===== src/aucp_pkg.sv =====
// package of constants and carrier types for the adc uart command port
package aucp_pkg;

    // ------------------------------------------------------------
    // command encodings and masks
    // ------------------------------------------------------------
    localparam logic [7:0] SYNC_WORD       = 8'h55;
    localparam logic [7:0] CMD_RESET       = 8'h06;
    localparam logic [7:0] CMD_START       = 8'h08;
    localparam logic [7:0] CMD_SLEEP       = 8'h02;
    localparam logic [7:0] MASK_LOW_BIT    = 8'hFE;
    localparam logic [3:0] CMD_RDATA_HI    = 4'h1;
    localparam logic [3:0] CMD_READ_REGISTER_CMD_HI     = 4'h2;
    localparam logic [3:0] CMD_WRITE_REGISTER_CMD_HI     = 4'h4;
    localparam logic [2:0] REG_LAST        = 3'h4;
    localparam logic [2:0] REG_GPIO        = 3'h4;
    localparam logic [7:0] REG_RESET_VAL   = 8'h00;
    localparam logic [7:0] UNMAPPED_VAL    = 8'h00;

    // ------------------------------------------------------------
    // field positions
    // ------------------------------------------------------------
    localparam int CM_REG       = 1;
    localparam int CM_BIT       = 3;
    localparam int GPIO2DIR_BIT = 6;
    localparam int SEL_BIT      = 3;
    localparam int GPIO2DAT_BIT = 2;
    localparam int TURBO_BIT    = 4;

    // ------------------------------------------------------------
    // timing
    // ------------------------------------------------------------
    localparam int CLK_HZ          = 25_000_000;
    localparam int MOD_HZ_NORMAL   = 256_000;
    localparam int TOUT_MOD_NORMAL = 32760;
    localparam int TOUT_MOD_TURBO  = 65520;
    // normal: 32760 modulator periods at 256 kHz; turbo same time at 512k
    localparam longint TOUT_CYC_NORMAL =
        (longint'(TOUT_MOD_NORMAL) * CLK_HZ) / MOD_HZ_NORMAL;
    localparam longint TOUT_CYC_TURBO =
        (longint'(TOUT_MOD_TURBO) * CLK_HZ) / (2 * MOD_HZ_NORMAL);
    localparam int BAUD_W   = 16;
    localparam int TOUT_W   = 23;

    // ------------------------------------------------------------
    // carrier types
    // ------------------------------------------------------------
    typedef struct packed {
        logic        start_conv;
        logic        sleep;
        logic        reset_dev;
        logic        filter_restart;
    } aucp_ctl_type;

    typedef struct packed {
        logic        ready_n;
        logic        pin_out;
        logic        pin_oe;
    } aucp_pin_type;

endpackage


===== src/aucp_top.sv =====
// uart command interpreter of a delta-sigma converter
//
// Behaviour
// - half duplex; transmit only in reply to a host command
// - transmit line idles high between bytes
// - bytes: low start bit, eight data bits lsb first, high stop
// - baud measured from every 55h sync byte, used for rx and tx
// - idle timeout mid command resets interface; same time in turbo, twice the modulator periods
// - results 24-bit two's complement, saturating at 7FFFFFh and 800000h
// - ready falls on new result, rises when latched for transmit
// - ready reaches shared pin only if output and selected
// - unread result: ready pulses high before next conversion completes
// - reset 0000011x, start 0000100x, sleep 0000001x, low bit ignored
// - read result 0001xxxx, register read 0010rrrx, write 0100rrrx
// - reset command restores defaults; host waits recovery delay
// - start begins single or continuous; mid conversion restarts filter
// - sleep after current conversion; registers kept; start wakes
// - read result loads latest result into shift register and sends
// - result landing during read command keeps ready low
// - words least significant byte first, bits lsb first
// - read of unimplemented register returns 00h
// - write stores byte, ignores bad address; non-04h restarts filter
// - commands act only once latched at mid stop bit
// - conversion mode bit in registers; start must follow a change
`timescale 1ns/1ps
module aucp_top
    import aucp_pkg::*;
#(
    parameter longint TOUT_NORMAL = TOUT_CYC_NORMAL,
    parameter longint TOUT_TURBO  = TOUT_CYC_TURBO
) (
    input  wire logic        ref_clk_in,
    input  wire logic        nrst_in,
    input  wire logic        clk_en_in,
    input  wire logic        rx_in,
    input  wire logic        turbo_in,
    input  wire logic        conv_busy_in,
    input  wire logic        conv_done_in,
    input  wire logic        ready_pulse_in,
    input  wire logic [23:0] conv_result_in,
    input  wire logic        shared_general_pin_in,
    output logic             tx_out,
    output logic [39:0]      config_out,
    output aucp_ctl_type     ctl_out,
    output logic             continuous_out,
    output logic             conversion_ready_n_out,
    output logic             shared_general_pin_out,
    output logic             shared_general_pin_oe_out,
    output logic             busy_out
);

    // ------------------------------------------------------------
    // state and storage
    // ------------------------------------------------------------
    typedef enum logic [4:0] {
        ST_SYNC = 5'b00001,
        ST_CMD  = 5'b00010,
        ST_DATA = 5'b00100,
        ST_SEND = 5'b01000,
        ST_WAIT = 5'b10000
    } aucp_state_type;

    typedef enum logic [3:0] {
        RX_IDLE  = 4'b0001,
        RX_START = 4'b0010,
        RX_BITS  = 4'b0100,
        RX_STOP  = 4'b1000
    } aucp_rx_type;

    aucp_state_type  st_ff,  nxt_st;
    aucp_rx_type     rxs_ff;
    logic [7:0]      regs_ff [0:4];
    logic [2:0]      addr_ff;
    logic [BAUD_W-1:0] baud_ff, bcnt_ff;
    logic [3:0]      edges_ff;
    logic [2:0]      bit_ff;
    logic [7:0]      shift_ff;
    logic            rx_prev_ff;
    logic            byte_vld_ff;
    logic [7:0]      byte_ff;
    logic [TOUT_W-1:0] tout_ff;
    logic [23:0]     result_ff;
    logic            ready_n_ff;
    logic            sleep_pend_ff;
    aucp_ctl_type    ctl_ff;

    // two-entry buffer on the transmit path
    logic [7:0]      buf_ff [0:1];
    logic [1:0]      buf_cnt_ff;
    logic            buf_rd_ff, buf_wr_ff;
    logic [1:0]      bytes_left_ff;
    logic [23:0]     word_ff;
    logic [9:0]      txsh_ff;
    logic [3:0]      txbit_ff;
    logic [BAUD_W-1:0] txcnt_ff;
    logic            tx_busy_ff;

    // ------------------------------------------------------------
    // decode
    // ------------------------------------------------------------
    function automatic logic std_match(input logic [7:0] b,
                                       input logic [7:0] c);
        std_match = (b & MASK_LOW_BIT) == c;
    endfunction

    wire rx_fall   = rx_prev_ff & ~rx_in;
    wire half_hit  = bcnt_ff == {1'b0, baud_ff[BAUD_W-1:1]};
    wire full_hit  = bcnt_ff == baud_ff;
    wire is_reset  = std_match(byte_ff, CMD_RESET);
    wire is_start  = std_match(byte_ff, CMD_START);
    wire is_sleep  = std_match(byte_ff, CMD_SLEEP);
    wire is_rdata  = byte_ff[7:4] == CMD_RDATA_HI;
    wire is_read_register_cmd   = byte_ff[7:4] == CMD_READ_REGISTER_CMD_HI;
    wire is_write_register_cmd   = byte_ff[7:4] == CMD_WRITE_REGISTER_CMD_HI;
    wire [2:0] cmd_addr = byte_ff[3:1];
    wire addr_ok   = cmd_addr <= REG_LAST;
    wire [7:0] read_register_cmd_val = addr_ok ? regs_ff[cmd_addr]
                                  : UNMAPPED_VAL;
    wire push      = buf_cnt_ff != 2'd2 && bytes_left_ff != 2'd0;
    wire pop       = !tx_busy_ff && buf_cnt_ff != 2'd0;
    wire cmd_live  = st_ff == ST_CMD || st_ff == ST_DATA;
    wire tout_hit  = turbo_in ? tout_ff >= TOUT_W'(TOUT_TURBO)
                              : tout_ff >= TOUT_W'(TOUT_NORMAL);
    wire load_res  = byte_vld_ff && st_ff == ST_CMD && is_rdata;
    wire [7:0] cfg4 = regs_ff[REG_GPIO];

    // ------------------------------------------------------------
    // receiver with baud measurement
    // ------------------------------------------------------------
    // sync 55h gives 5 falling edges over 8 bit times: measure
    // from first start edge to 5th fall (8 bits), divide by 8
    always_ff @(posedge ref_clk_in or negedge nrst_in) begin
        if (!nrst_in) begin
            rxs_ff      <= RX_IDLE;
            rx_prev_ff  <= 1'b1;
            bcnt_ff     <= '0;
            baud_ff     <= 16'h00D9;
            edges_ff    <= '0;
            bit_ff      <= '0;
            shift_ff    <= '0;
            byte_vld_ff <= 1'b0;
            byte_ff     <= '0;
        end else if (clk_en_in) begin
            rx_prev_ff  <= rx_in;
            byte_vld_ff <= 1'b0;
            if (st_ff == ST_SYNC) begin
                bcnt_ff <= bcnt_ff + 1'b1;
                if (rx_fall) begin
                    edges_ff <= edges_ff + 1'b1;
                    if (edges_ff == 4'd0) bcnt_ff <= '0;
                    if (edges_ff == 4'd4) begin
                        baud_ff  <= {3'h0, bcnt_ff[BAUD_W-1:3]};
                        edges_ff <= '0;
                        rxs_ff   <= RX_STOP;
                        bcnt_ff  <= '0;
                        bit_ff   <= '0;
                    end
                end
                if (rxs_ff == RX_STOP && bcnt_ff == baud_ff) begin
                    byte_vld_ff <= 1'b1;
                    byte_ff     <= SYNC_WORD;
                    rxs_ff      <= RX_IDLE;
                end
            end else begin
                bcnt_ff <= bcnt_ff + 1'b1;
                edges_ff <= '0;
                case (rxs_ff)
                    RX_IDLE: begin
                        bcnt_ff <= '0;
                        if (rx_fall) rxs_ff <= RX_START;
                    end
                    // start bit high again at mid point: a glitch
                    RX_START: if (half_hit) begin
                        bcnt_ff <= '0;
                        rxs_ff  <= rx_in ? RX_IDLE : RX_BITS;
                    end
                    RX_BITS: if (full_hit) begin
                        bcnt_ff  <= '0;
                        shift_ff <= {rx_in, shift_ff[7:1]};
                        bit_ff   <= bit_ff + 1'b1;
                        if (bit_ff == 3'd7) rxs_ff <= RX_STOP;
                    end
                    RX_STOP: if (full_hit) begin
                        rxs_ff      <= RX_IDLE;
                        byte_vld_ff <= rx_in;
                        byte_ff     <= shift_ff;
                    end
                    default: rxs_ff <= RX_IDLE;
                endcase
            end
            if (tout_hit) rxs_ff <= RX_IDLE;
        end
    end

    // ------------------------------------------------------------
    // command sequencer
    // ------------------------------------------------------------
    always_comb begin
        nxt_st = st_ff;
        case (st_ff)
            ST_SYNC: if (byte_vld_ff) nxt_st = ST_CMD;
            ST_CMD: if (byte_vld_ff) begin
                if (is_write_register_cmd)                  nxt_st = ST_DATA;
                else if (is_rdata || is_read_register_cmd) nxt_st = ST_SEND;
                else                          nxt_st = ST_SYNC;
            end
            ST_DATA: if (byte_vld_ff) nxt_st = ST_SYNC;
            ST_SEND: if (bytes_left_ff == 2'd0) nxt_st = ST_WAIT;
            ST_WAIT: if (!tx_busy_ff && buf_cnt_ff == 2'd0)
                nxt_st = ST_SYNC;
            default: nxt_st = ST_SYNC;
        endcase
        if (tout_hit) nxt_st = ST_SYNC;
    end

    always_ff @(posedge ref_clk_in or negedge nrst_in) begin
        if (!nrst_in) begin
            st_ff   <= ST_SYNC;
            tout_ff <= '0;
        end else if (clk_en_in) begin
            st_ff   <= nxt_st;
            // idle timer: only a line resting high inside a command counts
            tout_ff <= (!cmd_live || !rx_in || byte_vld_ff) ? '0
                                                            : tout_ff + 1'b1;
        end
    end

    // ------------------------------------------------------------
    // registers, control pulses, result and ready flag
    // ------------------------------------------------------------
    always_ff @(posedge ref_clk_in or negedge nrst_in) begin
        if (!nrst_in) begin
            for (int i = 0; i < 5; i++) regs_ff[i] <= REG_RESET_VAL;
            addr_ff       <= '0;
            ctl_ff        <= '0;
            sleep_pend_ff <= 1'b0;
            ready_n_ff    <= 1'b1;
            result_ff     <= '0;
        end else if (clk_en_in) begin
            ctl_ff <= '0;
            if (byte_vld_ff && st_ff == ST_CMD) begin
                addr_ff <= cmd_addr;
                if (is_reset) begin
                    for (int i = 0; i < 5; i++) regs_ff[i] <= REG_RESET_VAL;
                    ctl_ff.reset_dev <= 1'b1;
                    ready_n_ff       <= 1'b1;
                    sleep_pend_ff    <= 1'b0;
                end
                if (is_start) begin
                    ctl_ff.start_conv     <= 1'b1;
                    ctl_ff.filter_restart <= conv_busy_in;
                    sleep_pend_ff         <= 1'b0;
                end
                if (is_sleep) sleep_pend_ff <= 1'b1;
            end
            if (byte_vld_ff && st_ff == ST_DATA && addr_ff <= REG_LAST) begin
                regs_ff[addr_ff] <= byte_ff;
                if (addr_ff != REG_GPIO)
                    ctl_ff.filter_restart <= 1'b1;
            end
            if (sleep_pend_ff && !conv_busy_in) begin
                ctl_ff.sleep  <= 1'b1;
                sleep_pend_ff <= 1'b0;
            end
            // done together with a read: old word goes, flag stays low
            if (load_res) begin
                result_ff  <= conv_result_in;
                ready_n_ff <= conv_done_in ? 1'b0 : 1'b1;
            end else if (conv_done_in) ready_n_ff <= 1'b0;
            else if (ready_pulse_in && !ready_n_ff)
                ready_n_ff <= 1'b1;
        end
    end

    // ------------------------------------------------------------
    // transmit buffer and serialiser
    // ------------------------------------------------------------
    always_ff @(posedge ref_clk_in or negedge nrst_in) begin
        if (!nrst_in) begin
            buf_ff[0]     <= '0;
            buf_ff[1]     <= '0;
            buf_cnt_ff    <= '0;
            buf_rd_ff     <= 1'b0;
            buf_wr_ff     <= 1'b0;
            bytes_left_ff <= '0;
            word_ff       <= '0;
            txsh_ff       <= 10'h3FF;
            txbit_ff      <= '0;
            txcnt_ff      <= '0;
            tx_busy_ff    <= 1'b0;
        end else if (clk_en_in) begin
            if (byte_vld_ff && st_ff == ST_CMD && is_rdata) begin
                word_ff       <= conv_result_in;
                bytes_left_ff <= 2'd3;
            end else if (byte_vld_ff && st_ff == ST_CMD && is_read_register_cmd) begin
                word_ff       <= {16'h0000, read_register_cmd_val};
                bytes_left_ff <= 2'd1;
            end else if (push) begin
                buf_ff[buf_wr_ff] <= word_ff[7:0];
                buf_wr_ff         <= ~buf_wr_ff;
                word_ff           <= {8'h00, word_ff[23:8]};
                bytes_left_ff     <= bytes_left_ff - 1'b1;
            end
            buf_cnt_ff <= buf_cnt_ff + {1'b0, push && !load_res}
                        - {1'b0, pop};
            // one idle cycle between bytes keeps the pop logic simple
            if (pop) begin
                txsh_ff    <= {1'b1, buf_ff[buf_rd_ff], 1'b0};
                buf_rd_ff  <= ~buf_rd_ff;
                tx_busy_ff <= 1'b1;
                txbit_ff   <= '0;
                txcnt_ff   <= '0;
            end else if (tx_busy_ff) begin
                txcnt_ff <= txcnt_ff + 1'b1;
                if (txcnt_ff == baud_ff) begin
                    txcnt_ff <= '0;
                    txsh_ff  <= {1'b1, txsh_ff[9:1]};
                    txbit_ff <= txbit_ff + 1'b1;
                    if (txbit_ff == 4'd9) tx_busy_ff <= 1'b0;
                end
            end
        end
    end

    // ------------------------------------------------------------
    // outputs
    // ------------------------------------------------------------
    assign tx_out = tx_busy_ff ? txsh_ff[0] : 1'b1;
    assign config_out = {regs_ff[4], regs_ff[3], regs_ff[2],
                         regs_ff[1], regs_ff[0]};
    assign ctl_out = ctl_ff;
    assign continuous_out = regs_ff[CM_REG][CM_BIT];
    assign conversion_ready_n_out = ready_n_ff;
    assign shared_general_pin_oe_out = cfg4[GPIO2DIR_BIT];
    assign shared_general_pin_out = cfg4[SEL_BIT] ? ready_n_ff
                                   : cfg4[GPIO2DAT_BIT];
    assign busy_out = st_ff != ST_SYNC;

endmodule // aucp_top


===== config.mk =====
export PLATFORM = sky130hd
export DESIGN_NAME = aucp_top
export DESIGN_NICKNAME = d
export VERILOG_FILES = /design/src/aucp_pkg.sv /design/src/aucp_top.sv
export SDC_FILE = /design/constraint.sdc
export NUM_CORES = 1
export LEC_CHECK = 0
export ABC_AREA = 1
export BUFFER_PORTS_ARGS = -buffer_cell sky130_fd_sc_hd__buf_2
export CAP_MARGIN = 20
export CORE_MARGIN = 2
export CORE_UTILIZATION = 55
export CTS_BUF_LIST = sky130_fd_sc_hd__clkbuf_16
export DETAILED_ROUTE_END_ITERATION = 7
export GPL_ROUTABILITY_DRIVEN = 0
export PLACE_DENSITY_LB_ADDON = 0.1
export SLEW_MARGIN = 20
export SYNTH_ARGS = -nofsm -noshare
export SYNTH_HDL_FRONTEND = slang
export SYNTH_SLANG_ARGS = --single-unit
export TNS_END_PERCENT = 30

===== constraint.sdc =====
create_clock -name ref_clk_in -period 2.3 [get_ports ref_clk_in]
set_clock_uncertainty 0.15 [all_clocks]
set_input_delay 0.115 -clock ref_clk_in [delete_from_list [all_inputs] [get_ports ref_clk_in]]
set_output_delay 0.115 -clock ref_clk_in [all_outputs]
set_load 0.01 [all_outputs]

Word-level counts from Yosys, hierarchy flattened
Cells that the tools add are included.
{ "word_totals": {"ff_bits": 212, "in_bits": 33, "wordCells": 258} }
{ "op_classes": {"addsub": 9, "order_cmp": 9, "eq_ne": 39, "n_mux": 102, "n_bitwise": 11, "reduce_logical": 54} }
{ "op_table": {"columns": ["op", "count"], "rows": [
  ["40-bit two-way mux", 4],
  ["16-bit two-way mux", 9],
  ["8-bit two-way mux", 12],
  ["24-bit two-way mux", 3],
  ["4-bit two-way mux", 18],
  ["16-bit one-hot mux with 3 select lines", 1],
  ["40-bit bitwise mux", 1],
  ["16-bit by 1-bit adder with 16-bit output, second input constant", 2],
  ["16-bit by 13-bit equality test with 1-bit output", 2],
  ["10-bit two-way mux", 3],
  ["5-bit two-way mux", 6],
  ["1-bit two-way mux", 28],
  ["5-bit one-hot mux with 5 select lines", 1],
  ["8-bit binary-select mux with 3-bit select", 1],
  ["8-bit demux with 3-bit select", 1],
  ["23-bit by 1-bit adder with 23-bit output, second input constant", 1],
  ["23-bit by 22-bit greater-or-equal comparator with 1-bit output, second input constant", 1],
  ["23-bit two-way mux", 1],
  ["4-bit inequality test, second input constant", 5],
  ["3-bit two-way mux", 6],
  ["3-bit inequality test, second input constant", 6],
  ["16-bit bitwise mux", 1],
  ["16-bit by 12-bit equality test with 1-bit output", 1],
  ["4-bit one-hot mux with 4 select lines", 1],
  ["other kinds (48)", 109]
]} }

Depth between registers and ports, before layout
{ "logic_depth": {"ltp_word": 7, "depth_mapped": 15} }

Least setup slack after synthesis
OpenSTA, ideal clock, no wires.
{ "synth_timing": {"path_type": "register -> register", "from": "reg st_ff[3]", "to": "reg buf_cnt_ff[1]", "setup_ns": 0.131, "t_arrival_ns": 2.013, "required_time_ns": 2.019, "slack_ns": 0.006, "stages_incl_launch_ff": 14, "n_path_buf": 0, "synth_period_minus_slack_ns": 2.294, "cell_sequence": "dfrtp_1 -> nor2_2 -> nand3_4 -> nor2_8 -> inv_4 -> nor3_4 -> inv_2 -> nand2_1 -> ha_1 -> inv_1 -> ha_1 -> a21oi_1 -> o21ai_0 -> xor2_1"} }
{ "synth_between": {"elab_chain_len": 7} }
{ "synth_rtl": {"columns": ["element", "line_no", "text"], "rows": [
  ["start, declared", "aucp_top.sv:70", "aucp_state_type st_ff, nxt_st;"],
  ["start signal, assigned", "aucp_top.sv:221", "st_ff <= nxt_st;"],
  ["5-bit by 2-bit equality test with 1-bit output", "aucp_top.sv:124", "wire load_res = byte_vld_ff && st_ff == ST_CMD && is_rdata;"],
  ["1-bit logical AND (2 in a row)", "aucp_top.sv:124", null],
  ["1-bit logical NOT", "aucp_top.sv:304", "buf_cnt_ff <= buf_cnt_ff + {1'b0, push && !load_res}"],
  ["1-bit logical AND", "aucp_top.sv:304", null],
  ["2-bit by 1-bit adder with 2-bit output", "aucp_top.sv:304", null],
  ["2-bit by 1-bit subtractor with 2-bit output", "aucp_top.sv:305", "- {1'b0, pop};"],
  ["end signal, assigned", "aucp_top.sv:304", null],
  ["end, declared", "aucp_top.sv:89", "logic [1:0] buf_cnt_ff;"]
]} }
Every way passes these cells.
A chain may end at the register's enable or synchronous reset.

Worst setup path in the final report
{ "layout_timing": {"from": "reg bcnt_ff[10]", "to": "reg bcnt_ff[11]"} }
{ "layout_between": {"elab_chain_len": 5, "elab_cells_between_ends": 10, "cone_classes": "add/sub (1); eq/ne (2); mux (7)"} }
{ "layout_rtl": {"columns": ["element", "line_no", "text"], "rows": [
  ["start, declared", "aucp_top.sv:74", "logic [BAUD_W-1:0] baud_ff, bcnt_ff;"],
  ["start signal, assigned", "aucp_top.sv:147", "bcnt_ff <= bcnt_ff + 1'b1;"],
  ["start signal, assigned", "aucp_top.sv:165", "bcnt_ff <= bcnt_ff + 1'b1;"],
  ["16-bit by 1-bit adder with 16-bit output", "aucp_top.sv:147, aucp_top.sv:165", null],
  ["16-bit two-way mux", "aucp_top.sv:150", "if (edges_ff == 4'd0) bcnt_ff <= '0;"],
  ["16-bit two-way mux", "aucp_top.sv:151", "if (edges_ff == 4'd4) begin"],
  ["16-bit two-way mux", "aucp_top.sv:148", "if (rx_fall) begin"],
  ["16-bit two-way mux (*)", "aucp_top.sv:146", "if (st_ff == ST_SYNC) begin"]
]} }
Mark *: on every way between the ends. The rest lies on a longest branch, timed or not.

==> reports/qor.txt <==
Status - finished, final reports clean
Number of global-route vias before repair - 9390
Tmin final - 2.20 ns
CTS Buffer Depth - 3
Clock Power Share - 30.8%
Hold slack - 0.127 ns
Initial Util - 56.4%
Largest net degree at the start of global routing - 74
Post-synth top cells - nand2_1 (335), dfrtp_1 (193), inv_1 (176)
Worst R2R End - bcnt_ff[11]$_DFFE_PN0P_
Register area share after synthesis - 47.8%
Height of the die - 146 um
Distinct cells, synth - 53
Async set-reset flop share out of synthesis - 100%
LEAKAGE - 0.00634 uW
Largest stage delay, worst path - 0.47 ns
Worst Setup End Kind - flop
Highest routed layer - met4
Worst EP required - 2.52 ns
Worst Hold End - conversion_ready_n_out$_DFFE_PN1P_
Layout fillers - 1703
Reg-to-Reg Start - bcnt_ff[10]$_DFFE_PN0P_
CP arrival - 2.42 ns
First-pass GRT wire length - 46.9 mm
Avg WL per Cell - 15.9 um
Critical-path cell list - inv_1, nand2_1, nand2_1, nor2_1, nand2_1, nor2_2, nand2_2, inv_2, nand2_1, nand2_1, nand3_2, nand2_4, a21boi_0
CTS Buf Count - 24
Setup Fix Bufs, Post-CTS - 0
DRC viols - 0
Top-count cell post-synth - nand2_1
Crit path top cell by count - nand2_1
Fmax - 454 MHz
Share of cells above drive strength 1 - 16.2%
Via/cell ratio - 5.43
Routed Antenna Nets - 0
FP Rows - 51
R2r setup slk - 0.1 ns
HPWL after DPL - 20.7 mm
Maximum VDD drop - 0.560 mV
Rel. slew slack - 62.8%
Top cells by area, synth - dfrtp_1 (44%), nand2_1 (11%), inv_1 (6.0%)
Register-to-Register Path Depth - 13
Total wire length - 29.0 mm
Clock sinks - 211
Die width - 146 um
RSZ-0062 raised after global routing - true
Final hold violation count - 0
Metal2 WL - 13.7 mm
Synth Register Bits - 211
Vias - 9904
Syn_nets - 1434
P per Cell Area - 902 nW/um^2
Worst-Skew Late Latency - 0.53 ns
Class of the worst hold path - input pin to flop
Sw frac - 34.9%
Pint - 7730 uW
Predominant post-synthesis flop cell - dfrtp_1
Tcrit/Tclk final - 95.7%
Core box area - 19700 sq um
Gr ovfl total - 0
Sequential Power Share - 41.9%
CTS root buf - clkbuf_16
Crit path buf inv count - 2
Layout area overhead - 18.6%
Cell taking the most area after synthesis - dfrtp_1
Psw - 4130 uW
Synth Warn # - 0
All-Layer GR Usage - 26.8%
Tightest Pin Transition - 0.554 ns
Yosys top cell area share - 43.5%
Mapped Cells - 1388
Die area - 21300 sq um
Max Cap Viol - 0
Slew Limit Fails - 0
Total Nets Final - 1587
Initial antenna violation count - 0
Slowest CP cell - dfrtp_1
Drt pass-1 iters - 6
Final-report setup violation count - 0
Synth Area per Inst - 7.99 sq um
WL met1 - 13.1 mm
Clk pin slew, worst setup/hold paths - 0.06 ns
Antenna Cells - 0
CTS tree - done
Iter 0 DRT Violations - 710
Top Ports - 83
Maximum fanout along the worst path - 15
Worst Hold Depth - 3
H-tree depth - 1
Cell area after synthesis - 11100 sq um
Hold path startpoint - conv_done_in
WL met3 - 1.50 mm
Startpoint types - flop
PortBufs - 80
Comb power frac - 27.3%
WS Path Type - flop to flop
Setup tns final - 0 ns
Number of enable flip-flop cells after synthesis - 0
Delay-heaviest family, CP - simple AND/OR/NAND/NOR gates
-- how the worst max path moves through the flow --
stage	from	endpoint	slack [ns]	cells after the start
CTS	baud_ff[3]$_DFFE_PN1P_	txbit_ff[0]$_DFFE_PN0P_	0.02	10
detailed placement	baud_ff[3]$_DFFE_PN1P_	txbit_ff[2]$_DFFE_PN0P_	0.04	9
global placement	st_ff[3]$_DFFE_PN0P_	buf_cnt_ff[1]$_DFFE_PN0P_	0.08	13
floorplan	st_ff[3]$_DFFE_PN0P_	buf_cnt_ff[1]$_DFFE_PN0P_	0.006	13
finish	bcnt_ff[10]$_DFFE_PN0P_	bcnt_ff[11]$_DFFE_PN0P_	0.1	13
global route	st_ff[1]$_DFFE_PN0P_	buf_cnt_ff[1]$_DFFE_PN0P_	-0.08	14
-- power by group through the flow --
stage / combinational, uW / clock, uW / sequential (uW)
finish: 3240 / 3660 / 4970
global route: 3660 / 3870 / 5050
CTS: 3210 / 3700 / 4960
detailed placement: 3150 / 0 / 5020
global placement: 3050 / 0 / 5000
floorplan: 2310 / 0 / 4870
-- flip-flops by register name (all words and copies together) (netlist names), 9 cells and up --
register    cells
tout_ff        23
buf_ff         16
txsh_ff         9
word_ff        24
txcnt_ff       16
config_out     32
baud_ff        13
bcnt_ff        16
-- logic make-up after synthesis --
kind of cell	Yosys count	share of synthesized area, %
fa+ha+maj	13	1.47
compound gates	282	14.5
flops	211	47.8
mux	4	0.395
simple gates	609	24.5
buf+inv	231	8.36
xor+xnor	38	3.00
-- routing by layer --
metal  GRT usage, %  up-vias
met2           44.2      273
met3           4.28       50
li1               -     4872
met1           37.7     4709
met4           6.21        0
met5              0        -
-- final cells by class --
cell class	instances	area, sq um	area share [%]
clock buffer	24	601	4.57
inverter	195	734	5.58
timing repair buffer	162	1130	8.62
clock inverter	20	149	1.13
tap	265	332	2.52
sequential	211	5300	40.3
multi-input combinational	947	4900	37.3
-- per-stage QoR --
step	instance area, sq um	total power (uW)	setup slack, ns	std cells	util, %
after floorplan	11100	7180	0.00611	1388	-
after global placement	12000	8060	0.0813	1746	61.2
after detailed placement	12000	8170	0.0419	1746	61.2
after CTS	13100	11900	0.0226	1823	66.7
after global routing	13200	12600	-0.0830	1824	66.9
final	13200	11900	0.0997	1824	66.9
-- cell usage in the layout, fill, tap and decap left out, types with 14 or more instances in the layout --
cell type	n
nor2_1	112
dfrtp_1	192
xor2_1	32
o21ai_0	106
a21oi_1	64
nand2_1	335
buf_2	79
dlygate4sd3_1	33
dfstp_2	18
o22ai_1	50
o211ai_1	14
nand3_1	54
buf_4	47
inv_2	17
nand4_1	26
o21ai_1	15
clkbuf_16	24
inv_1	183
nor3_1	32
-- repair_timing --
item | in CTS | in global routing
endpoints found under the hold margin | 234 | 0
hold buffers | 33 | 0
gates resized for setup | 0 | 9
setup endpoints to repair | 0 | 50
-- worst register-to-register path, cell delays in order, from the launching register on --
cell and delay [ns]:
dfrtp_1 0.47, inv_1 0.12, nand2_1 0.08, nand2_1 0.05, nor2_1 0.08, nand2_1 0.08
nor2_2 0.27, nand2_2 0.12, inv_2 0.09, nand2_1 0.05, nand2_1 0.06, nand3_2 0.11
nand2_4 0.20, a21boi_0 0.13
Power figures use the tool's default switching activity.
